### src/verilog/amd_pkg.sv
package amd_pkg;

  // ********************************************************************
  // Prebyte codes
  // ********************************************************************
  localparam logic [7:0] PREBYTE_NONE          = 8'h00;
  localparam logic [7:0] PREBYTE_SWAP_TO_Y     = 8'h90;
  localparam logic [7:0] PREBYTE_INDIRECT_Y    = 8'h91;
  localparam logic [7:0] PREBYTE_MAKE_INDIRECT = 8'h92;

  // ********************************************************************
  // Opcode layout: upper nibble is the addressing class, lower the operation
  // ********************************************************************
  localparam int         OPC_CLASS_MSB     = 7;
  localparam int         OPC_CLASS_LSB     = 4;
  localparam int         OPC_SHORT_ONLY    = 3;
  localparam logic [3:0] CLS_INH           = 4'h0;
  localparam logic [3:0] CLS_IMM           = 4'h1;
  localparam logic [3:0] CLS_DIR_S         = 4'h2;
  localparam logic [3:0] CLS_DIR_L         = 4'h3;
  localparam logic [3:0] CLS_IX0           = 4'h4;
  localparam logic [3:0] CLS_IX1           = 4'h5;
  localparam logic [3:0] CLS_IX2           = 4'h6;
  localparam logic [3:0] CLS_REL           = 4'h7;
  localparam logic [3:0] CLS_BIT           = 4'h8;
  localparam logic [3:0] CLS_BTJ           = 4'h9;
  localparam logic [3:0] OP_MASK_SET_INSTR = 4'hE;
  localparam logic [3:0] OP_MASK_RESET_INSTR = 4'hF;

  // ********************************************************************
  // Interrupt mask levels and other values
  // ********************************************************************
  localparam logic [1:0]  MASK_LVL_SET   = 2'h3;
  localparam logic [1:0]  MASK_LVL_RESET = 2'h0;
  localparam logic [1:0]  MASK_LVL_RST   = 2'h3;
  localparam logic [7:0]  PAGE_ZERO      = 8'h00;
  localparam logic [7:0]  REL_OFF_BAD    = 8'h80;
  localparam logic [7:0]  BYTE_ZERO      = 8'h00;
  localparam logic [15:0] ADDR_STEP      = 16'h0001;
  localparam logic [2:0]  LEN_STEP       = 3'h1;
  localparam logic [1:0]  ARGS_NONE      = 2'h0;
  localparam logic [1:0]  ARGS_TWO       = 2'h2;

  // ********************************************************************
  // Types
  // ********************************************************************
  typedef enum logic [2:0] {
    ST_IDLE = 3'b000,
    ST_OPC  = 3'b001,
    ST_ARG1 = 3'b011,
    ST_ARG2 = 3'b010,
    ST_PTR1 = 3'b110,
    ST_PTR2 = 3'b111,
    ST_CALC = 3'b101
  } amd_state_t;

  typedef enum logic [4:0] {
    M_INH   = 5'h00,
    M_IMM   = 5'h01,
    M_DIR_S = 5'h02,
    M_DIR_L = 5'h03,
    M_IX0   = 5'h04,
    M_IX1   = 5'h05,
    M_IX2   = 5'h06,
    M_IND_S = 5'h07,
    M_IND_L = 5'h08,
    M_IIX_S = 5'h09,
    M_IIX_L = 5'h0A,
    M_REL_D = 5'h0B,
    M_REL_I = 5'h0C,
    M_BIT_D = 5'h0D,
    M_BIT_I = 5'h0E,
    M_BTJ_D = 5'h0F,
    M_BTJ_I = 5'h10
  } amd_mode_t;

endpackage

### src/verilog/amd_addr_add.sv
module amd_addr_add #(
  parameter bit SIGNED_OFF = 1'b0
) (
  // Operands
  input  wire logic [15:0] base,
  input  wire logic [7:0]  off,
  // Result
  output logic      [15:0] sum
);
  import amd_pkg::*;

  logic [15:0] ext;

  // ********************************************************************
  // Full-width add: a page-zero base plus an index carries into bit 8
  // ********************************************************************
  always_comb begin
    ext = SIGNED_OFF ? {{8{off[7]}}, off} : {PAGE_ZERO, off};
    sum = base + ext;
  end

endmodule

### src/verilog/amd_decoder.sv
module amd_decoder (
  // Clock and reset
  input  wire logic                clk_sys,
  input  wire logic                rst_b,
  // Decode request
  input  wire logic                start,
  input  wire logic [15:0]         pc_in,
  input  wire logic [7:0]          x_in,
  input  wire logic [7:0]          y_in,
  // Program memory
  output logic                     mem_rd,
  output logic      [15:0]         mem_addr,
  input  wire logic                mem_ack,
  input  wire logic [7:0]          mem_rdata,
  // Decode result
  output logic                     ready,
  output logic                     done,
  output logic                     illegal,
  output amd_pkg::amd_mode_t       mode,
  output logic      [7:0]          opcode,
  output logic      [2:0]          length,
  output logic      [15:0]         ea,
  output logic      [7:0]          operand,
  output logic                     use_y,
  output logic      [15:0]         branch_target,
  output logic      [1:0]          mask_level
);
  import amd_pkg::*;

  typedef struct packed {
    amd_state_t  state;
    logic [15:0] pc;
    logic [7:0]  pre;
    logic [7:0]  opcode;
    logic [7:0]  b1;
    logic [7:0]  b2;
    logic [7:0]  ptr_hi;
    logic [7:0]  ptr_lo;
    logic [2:0]  len;
    logic        mem_rd;
    logic [15:0] mem_addr;
    logic        ready;
    logic        done;
    logic        illegal;
    amd_mode_t   mode;
    logic [15:0] ea;
    logic [7:0]  operand;
    logic        use_y;
    logic [15:0] target;
    logic [1:0]  mask;
  } amd_st_t;

  amd_st_t     st_reg;
  amd_st_t     st_next;
  logic [3:0]  cls;
  logic        ind;
  logic [15:0] base;
  logic [7:0]  idx_off;
  logic [7:0]  rel_off;
  logic        is_rel;
  logic [15:0] ea_sum;
  logic [15:0] rel_sum;

  // ********************************************************************
  // Decode helpers
  // ********************************************************************
  function automatic logic is_prebyte(input logic [7:0] b);
    is_prebyte = (b == PREBYTE_SWAP_TO_Y) || (b == PREBYTE_INDIRECT_Y) || (b == PREBYTE_MAKE_INDIRECT);
  endfunction

  function automatic logic pre_ind(input logic [7:0] pre);
    pre_ind = (pre == PREBYTE_MAKE_INDIRECT) || (pre == PREBYTE_INDIRECT_Y);
  endfunction

  // Bytes following the opcode
  function automatic logic [1:0] arg_count(input logic [7:0] pre, input logic [7:0] op);
    logic [3:0] c;
    c = op[OPC_CLASS_MSB:OPC_CLASS_LSB];
    case (c)
      CLS_INH, CLS_IX0:                      arg_count = 2'h0;
      CLS_IMM, CLS_DIR_S, CLS_IX1, CLS_BIT:  arg_count = 2'h1;
      CLS_REL:                               arg_count = 2'h1;
      CLS_DIR_L, CLS_IX2:                    arg_count = pre_ind(pre) ? 2'h1 : 2'h2;
      CLS_BTJ:                               arg_count = 2'h2;
      default:                               arg_count = 2'h0;
    endcase
  endfunction

  function automatic logic legal(input logic [7:0] pre, input logic [7:0] op);
    logic [3:0] c;
    logic       long_form;
    c         = op[OPC_CLASS_MSB:OPC_CLASS_LSB];
    long_form = (c == CLS_DIR_L) || (c == CLS_IX2);
    if (c > CLS_BTJ) begin
      legal = 1'b0;
    end else begin
      case (pre)
        PREBYTE_NONE:          legal = !(op[OPC_SHORT_ONLY] && long_form);
        PREBYTE_SWAP_TO_Y:     legal = (c <= CLS_IX2) && !(op[OPC_SHORT_ONLY] && long_form);
        PREBYTE_MAKE_INDIRECT: legal = (c != CLS_INH) && (c != CLS_IMM) && (c != CLS_IX0);
        PREBYTE_INDIRECT_Y:    legal = (c == CLS_IX1) || (c == CLS_IX2);
        default:               legal = 1'b0;
      endcase
    end
  endfunction

  function automatic amd_mode_t mode_of(input logic [3:0] c, input logic i);
    case (c)
      CLS_IMM:   mode_of = M_IMM;
      CLS_DIR_S: mode_of = i ? M_IND_S : M_DIR_S;
      CLS_DIR_L: mode_of = i ? M_IND_L : M_DIR_L;
      CLS_IX0:   mode_of = M_IX0;
      CLS_IX1:   mode_of = i ? M_IIX_S : M_IX1;
      CLS_IX2:   mode_of = i ? M_IIX_L : M_IX2;
      CLS_REL:   mode_of = i ? M_REL_I : M_REL_D;
      CLS_BIT:   mode_of = i ? M_BIT_I : M_BIT_D;
      CLS_BTJ:   mode_of = i ? M_BTJ_I : M_BTJ_D;
      default:   mode_of = M_INH;
    endcase
  endfunction

  // ********************************************************************
  // Address formation
  // ********************************************************************
  always_comb begin
    cls     = st_reg.opcode[OPC_CLASS_MSB:OPC_CLASS_LSB];
    ind     = pre_ind(st_reg.pre);
    base    = 16'h0000;
    idx_off = BYTE_ZERO;
    rel_off = BYTE_ZERO;
    is_rel  = (cls == CLS_REL) || (cls == CLS_BTJ);
    case (cls)
      CLS_DIR_S, CLS_IX1, CLS_BIT, CLS_BTJ: begin
        base = ind ? {PAGE_ZERO, st_reg.ptr_hi} : {PAGE_ZERO, st_reg.b1};
      end
      CLS_DIR_L, CLS_IX2: begin
        base = ind ? {st_reg.ptr_hi, st_reg.ptr_lo} : {st_reg.b1, st_reg.b2};
      end
      default: begin
        base = 16'h0000;
      end
    endcase
    if ((cls == CLS_IX0) || (cls == CLS_IX1) || (cls == CLS_IX2)) begin
      idx_off = st_reg.use_y ? y_in : x_in;
    end
    if (cls == CLS_REL) begin
      rel_off = ind ? st_reg.ptr_hi : st_reg.b1;
    end else if (cls == CLS_BTJ) begin
      rel_off = st_reg.b2;
    end
  end

  amd_addr_add #(
    .SIGNED_OFF (1'b0)
  ) u_ea_add (
    .base (base),
    .off  (idx_off),
    .sum  (ea_sum)
  );

  amd_addr_add #(
    .SIGNED_OFF (1'b1)
  ) u_rel_add (
    .base (st_reg.pc),
    .off  (rel_off),
    .sum  (rel_sum)
  );

  // ********************************************************************
  // Fetch and decode sequence
  // ********************************************************************
  always_comb begin
    st_next      = st_reg;
    st_next.done = 1'b0;
    case (st_reg.state)
      ST_IDLE: begin
        if (start) begin
          st_next.state    = ST_OPC;
          st_next.pc       = pc_in;
          st_next.pre      = PREBYTE_NONE;
          st_next.len      = 3'h0;
          st_next.illegal  = 1'b0;
          st_next.use_y    = 1'b0;
          st_next.b1       = BYTE_ZERO;
          st_next.b2       = BYTE_ZERO;
          st_next.ptr_hi   = BYTE_ZERO;
          st_next.ptr_lo   = BYTE_ZERO;
          st_next.mem_rd   = 1'b1;
          st_next.mem_addr = pc_in;
          st_next.ready    = 1'b0;
        end
      end
      ST_OPC: begin
        if (mem_ack) begin
          st_next.pc  = st_reg.pc + ADDR_STEP;
          st_next.len = st_reg.len + LEN_STEP;
          if (is_prebyte(mem_rdata) && (st_reg.pre != PREBYTE_NONE)) begin
            st_next.illegal = 1'b1;
            st_next.opcode  = mem_rdata;
            st_next.mem_rd  = 1'b0;
            st_next.state   = ST_CALC;
          end else if (is_prebyte(mem_rdata)) begin
            st_next.pre      = mem_rdata;
            st_next.mem_addr = st_reg.pc + ADDR_STEP;
          end else begin
            st_next.opcode = mem_rdata;
            st_next.use_y  = (st_reg.pre == PREBYTE_SWAP_TO_Y) || (st_reg.pre == PREBYTE_INDIRECT_Y);
            if (!legal(st_reg.pre, mem_rdata)) begin
              st_next.illegal = 1'b1;
              st_next.mem_rd  = 1'b0;
              st_next.state   = ST_CALC;
            end else if (arg_count(st_reg.pre, mem_rdata) != ARGS_NONE) begin
              st_next.mem_addr = st_reg.pc + ADDR_STEP;
              st_next.state    = ST_ARG1;
            end else begin
              st_next.mem_rd = 1'b0;
              st_next.state  = ST_CALC;
            end
          end
        end
      end
      ST_ARG1: begin
        if (mem_ack) begin
          st_next.b1  = mem_rdata;
          st_next.pc  = st_reg.pc + ADDR_STEP;
          st_next.len = st_reg.len + LEN_STEP;
          if (arg_count(st_reg.pre, st_reg.opcode) == ARGS_TWO) begin
            st_next.mem_addr = st_reg.pc + ADDR_STEP;
            st_next.state    = ST_ARG2;
          end else if (pre_ind(st_reg.pre)) begin
            st_next.mem_addr = {PAGE_ZERO, mem_rdata};
            st_next.state    = ST_PTR1;
          end else begin
            st_next.mem_rd = 1'b0;
            st_next.state  = ST_CALC;
          end
        end
      end
      ST_ARG2: begin
        if (mem_ack) begin
          st_next.b2  = mem_rdata;
          st_next.pc  = st_reg.pc + ADDR_STEP;
          st_next.len = st_reg.len + LEN_STEP;
          if (pre_ind(st_reg.pre)) begin
            st_next.mem_addr = {PAGE_ZERO, st_reg.b1};
            st_next.state    = ST_PTR1;
          end else begin
            st_next.mem_rd = 1'b0;
            st_next.state  = ST_CALC;
          end
        end
      end
      ST_PTR1: begin
        if (mem_ack) begin
          st_next.ptr_hi = mem_rdata;
          if ((st_reg.opcode[OPC_CLASS_MSB:OPC_CLASS_LSB] == CLS_DIR_L) ||
              (st_reg.opcode[OPC_CLASS_MSB:OPC_CLASS_LSB] == CLS_IX2)) begin
            st_next.mem_addr = {PAGE_ZERO, st_reg.b1} + ADDR_STEP;
            st_next.state    = ST_PTR2;
          end else begin
            st_next.mem_rd = 1'b0;
            st_next.state  = ST_CALC;
          end
        end
      end
      ST_PTR2: begin
        if (mem_ack) begin
          st_next.ptr_lo = mem_rdata;
          st_next.mem_rd = 1'b0;
          st_next.state  = ST_CALC;
        end
      end
      ST_CALC: begin
        st_next.state   = ST_IDLE;
        st_next.ready   = 1'b1;
        st_next.done    = 1'b1;
        st_next.mode    = mode_of(cls, ind);
        st_next.ea      = ea_sum;
        st_next.operand = (cls == CLS_IMM) ? st_reg.b1 : BYTE_ZERO;
        st_next.target  = is_rel ? rel_sum : st_reg.pc;
        st_next.illegal = st_reg.illegal || (is_rel && (rel_off == REL_OFF_BAD));
        if (!st_next.illegal && (cls == CLS_INH)) begin
          if (st_reg.opcode[3:0] == OP_MASK_SET_INSTR) begin
            st_next.mask = MASK_LVL_SET;
          end else if (st_reg.opcode[3:0] == OP_MASK_RESET_INSTR) begin
            st_next.mask = MASK_LVL_RESET;
          end
        end
      end
      default: begin
        st_next.state  = ST_IDLE;
        st_next.mem_rd = 1'b0;
        st_next.ready  = 1'b1;
      end
    endcase
  end

  always_ff @(posedge clk_sys) begin
    if (!rst_b) begin
      st_reg       <= '0;
      st_reg.ready <= 1'b1;
      st_reg.mask  <= MASK_LVL_RST;
    end else begin
      st_reg <= st_next;
    end
  end

  // ********************************************************************
  // Outputs
  // ********************************************************************
  assign mem_rd        = st_reg.mem_rd;
  assign mem_addr      = st_reg.mem_addr;
  assign ready         = st_reg.ready;
  assign done          = st_reg.done;
  assign illegal       = st_reg.illegal;
  assign mode          = st_reg.mode;
  assign opcode        = st_reg.opcode;
  assign length        = st_reg.len;
  assign ea            = st_reg.ea;
  assign operand       = st_reg.operand;
  assign use_y         = st_reg.use_y;
  assign branch_target = st_reg.target;
  assign mask_level    = st_reg.mask;

endmodule

### config.mk
export PLATFORM = sky130hd
export DESIGN_NAME = amd_decoder
export DESIGN_NICKNAME = d
export VERILOG_FILES = /design/src/verilog/amd_pkg.sv /design/src/verilog/amd_addr_add.sv /design/src/verilog/amd_decoder.sv
export SDC_FILE = /design/constraint.sdc
export NUM_CORES = 1
export LEC_CHECK = 0
export ABC_AREA = 1
export BUFFER_PORTS_ARGS = -buffer_cell sky130_fd_sc_hd__buf_4
export CAP_MARGIN = 5
export CORE_MARGIN = 2
export CORE_UTILIZATION = 50
export CTS_CLUSTER_SIZE = 30
export DETAILED_ROUTE_END_ITERATION = 7
export MAX_ROUTING_LAYER = met4
export PLACE_DENSITY = 0.81
export SYNTH_ARGS = -nofsm -noshare
export SYNTH_HDL_FRONTEND = slang
export SYNTH_SLANG_ARGS = --single-unit
### constraint.sdc
create_clock -name clk_sys -period 8.34 [get_ports clk_sys]
set_clock_uncertainty 0.1 [all_clocks]
set_input_delay 1.251 -clock clk_sys [delete_from_list [all_inputs] [get_ports clk_sys]]
set_output_delay 1.251 -clock clk_sys [all_outputs]
set_load 0.03 [all_outputs]
==> run summary <==
=============================================================================
Outcome                                                          finished, final reports clean
Total routing resource utilization after global routing                 0.289
Period Utilization, post-route                                          0.443
Row count                                                                  49
Post-synthesis async set-or-reset flop share                                0
Yosys warns                                                                 0
Clk pin slew, worst setup/hold paths                                  0.06 ns
Library cell used as clock root buffer                              clkbuf_16
Number of gates resized after cts                                           0
Antenna violations before repair                                            0
Bufs and invs on worst path                                                 1
Fin. max-slew vios                                                          0
Synthesized netlist net count                                            1450
Cell with the most instances after synthesis                          nand2_1
Wire length of the first global-routing pass                         44000 µm
Maximum vdd drop                                                     0.157 mV
Final wirelength                                                     27100 µm
I/O Buffers                                                               122
FF-to-FF path depth                                                        15
Data required, critical path                                          8.58 ns
Main synth FF type                                                    dfxtp_1
Via density per instance                                                 5.67
Unrepaired setup endpoints after global routing                            no
Syn Std Cell Area                                                    9070 µm²
Die X                                                                  139 µm
Cell with the largest stage delay on the worst path                   dfxtp_1
Critical path class                                                reg -> reg
IO Count                                                                  123
Leakage component of the power                                        4.69 nW
Mapped Cells                                                             1378
Launch instance of the worst register-to-register path            st_reg[111]
Minimum period implied by the final worst setup slack                 3.70 ns
Synth area leaders                                               dfxtp_1, nand2_1, a21oi_1
DP HPWL                                                              19800 µm
Synthesized area divided by synthesized cell count                   6.58 µm²
Total vias in the final route                                            9235
Final setup vio count                                                       0
Arrival time at the worst endpoint                                    3.94 ns
Sequential cell area fraction in the yosys report                       0.302
Maxcap violations                                                           0
Initial Utilization                                                     0.507
Total Die Area                                                      19200 µm²
CP top delay family                                              simple AND/OR/NAND/NOR gates
List of most frequent post-synthesis cells                       nand2_1, dfxtp_1, a21oi_1
Share of cells above drive strength 1                                   0.146
Longest individual stage delay on the worst path                      0.41 ns
Die extent in y                                                        139 µm
Hold_buf cts                                                                0
Post-detailed-route wirelength per cell                               16.6 µm
Achievable Freq                                                       271 MHz
Number of H-tree levels                                                     4
CTS tree                                                                built
Cell taking the most area after synthesis                             dfxtp_1
Transition at the pin with the smallest max-transition slack          1.06 ns
Maximum count of clock buffers along a single path                          2
Final total negative setup slack                                         0 ns
ANT cells                                                                   0
CP Capture Type                                                      register
Worst hold path startpoint                                        st_reg[116]
Post-synth EDFFs                                                            0
Number of failing hold endpoints at the final stage                         0
Reg2reg setup slack                                                   4.64 ns
Vias in the first global route                                           8648
Reg2Reg Capture Point                                                  ea[10]
Maximum number of pins on one net before global-route repair               95
Insertion delay to the later sink of the worst-skew pair              0.44 ns
Worst setup SP type                                                  register
Drc violations                                                              0
Sinks on Clock Net                                                        137
Hold Crit Endpoint                                                st_reg[116]
Number of routed nets with antenna violations                               0
Global route total overflow                                                 0
Violation count after the first detailed-routing iteration                978
Class of the tightest hold or removal check                        reg -> reg
Area of the core region                                             17900 µm²
Setup repair bufs after CTS                                                 0
Number of cells on the worst hold path                                      2
Number of storage elements in the synthesis netlist                       137
Post-layout nets                                                         1460
Number of distinct library cells after synthesis                           49
Max-slew headroom at the worst pin                                      0.292
RD Place Congestion                                                     0.980
Total power per unit cell area                                     234 nW/µm²
Cell Chain, Critical Path                                        nor2_1 > nand2_2 > nand2_4 > nand2_2 > clkinv_1 > nand2_1 > o221ai_1 > ha_1 > fa_1 > nand3_1 > nand2_1 > a21oi_1 > nor3_2 > or2_2 > a31oi_1
Final core occ                                                          0.567
Worst Path Max Fanout                                                      15
Number of buffers inserted during clock tree synthesis                     17
Area share of the leading cell type in the synthesized netlist          0.302
Max reg flops                                                              59
First drt pass iteration count                                              6
Area delta synth->final                                                 11.8%
=============================================================================
layer usage:
layer | global-route usage | part of all wire
met5 | - | 0
met4 | 0.129 | 0.040
met3 | 0.0501 | 0.073
met2 | 0.448 | 0.46
met1 | 0.371 | 0.43
layout make-up:
type / instances / area (µm²)
well taps: 229 / 287
repair buffers: 125 / 938
multi-input cells: 954 / 4940
clock inverters: 11 / 193
inverters: 153 / 574
flip-flops and latches: 137 / 2740
fillers: 1779 / 7760
clock buffers: 21 / 470
report_power, final:
group | leakage (nW) | internal [mW] | switching [mW]
registers | 1.12 | 0.738 | 0.0892
logic | 3.25 | 0.221 | 0.475
clock network | 0.319 | 0.554 | 0.292
total | 4.69 | 1.51 | 0.856
how the worst max path moves through the flow:
stage	startpoint	end	cells after the start
floorplan	st_reg[111]	ea[10]	16
global placement	opcode[4]	ea[14]	16
detailed placement	opcode[7]	branch_target[12]	18
CTS	opcode[6]	ea[14]	17
global route	st_reg[116]	ea[14]	18
finish	st_reg[111]	ea[10]	15
placed cells by master (no fill, tap or decap), drive strengths merged, types with 2 or more instances in the layout:
| master | Yosys | routed |
|---|---|---|
| a211oi | 25 | 25 |
| a21o | 3 | 3 |
| a21oi | 136 | 136 |
| a221oi | 7 | 7 |
| a22o | 2 | 2 |
| a22oi | 3 | 3 |
| a31oi | 7 | 7 |
| buf | 98 | 125 |
| bufinv | 0 | 5 |
| clkbuf | 36 | 21 |
| clkinv | 4 | 8 |
| clkinvlp | 0 | 2 |
| dfxtp | 137 | 137 |
| fa | 2 | 2 |
| ha | 26 | 26 |
| inv | 149 | 149 |
| nand2 | 328 | 328 |
| nand3 | 90 | 90 |
| nand3b | 3 | 3 |
| nand4 | 31 | 31 |
| nor2 | 124 | 124 |
| nor3 | 18 | 18 |
| nor3b | 2 | 2 |
| o2111ai | 4 | 4 |
| o211ai | 17 | 17 |
| o21a | 2 | 2 |
| o21ai | 72 | 72 |
| o21bai | 2 | 2 |
| o221ai | 9 | 9 |
| or2 | 5 | 5 |
| xnor2 | 7 | 7 |
| xor2 | 23 | 23 |
through the flow:
stage | hold WS (ns) | total power [mW] | worst slack [ns] | cell area, µm² | instances
floorplan | 0.327 | 1.35 | 5.30 | 9070 | 1378
global placement | 0.334 | 1.51 | 4.85 | 9480 | 1598
detailed placement | 0.340 | 1.52 | 4.77 | 9480 | 1598
CTS | 0.348 | 2.37 | 4.73 | 10100 | 1630
global route | 0.376 | 2.49 | 4.26 | 10100 | 1630
finish | 0.345 | 2.37 | 4.64 | 10100 | 1630
worst register-to-register path, stage by stage, from the launching register on:
cell	delay, ns
dfxtp_1	0.41
nor2_1	0.08
nand2_2	0.09
nand2_4	0.10
nand2_2	0.23
clkinv_1	0.35
nand2_1	0.35
o221ai_1	0.18
ha_1	0.25
fa_1	0.40
nand3_1	0.11
nand2_1	0.10
a21oi_1	0.27
nor3_2	0.13
or2_2	0.30
a31oi_1	0.15
kinds of logic after synthesis:
family                     synth area share
AOI/OAI and AO/OA                     0.187
adders and majority gates            0.0403
buffers and inverters                 0.154
and+or+nand+nor                       0.287
xor gates and xnor gates             0.0290
DFF                                   0.302
No activity file was read; power rests on OpenSTA's default activity.
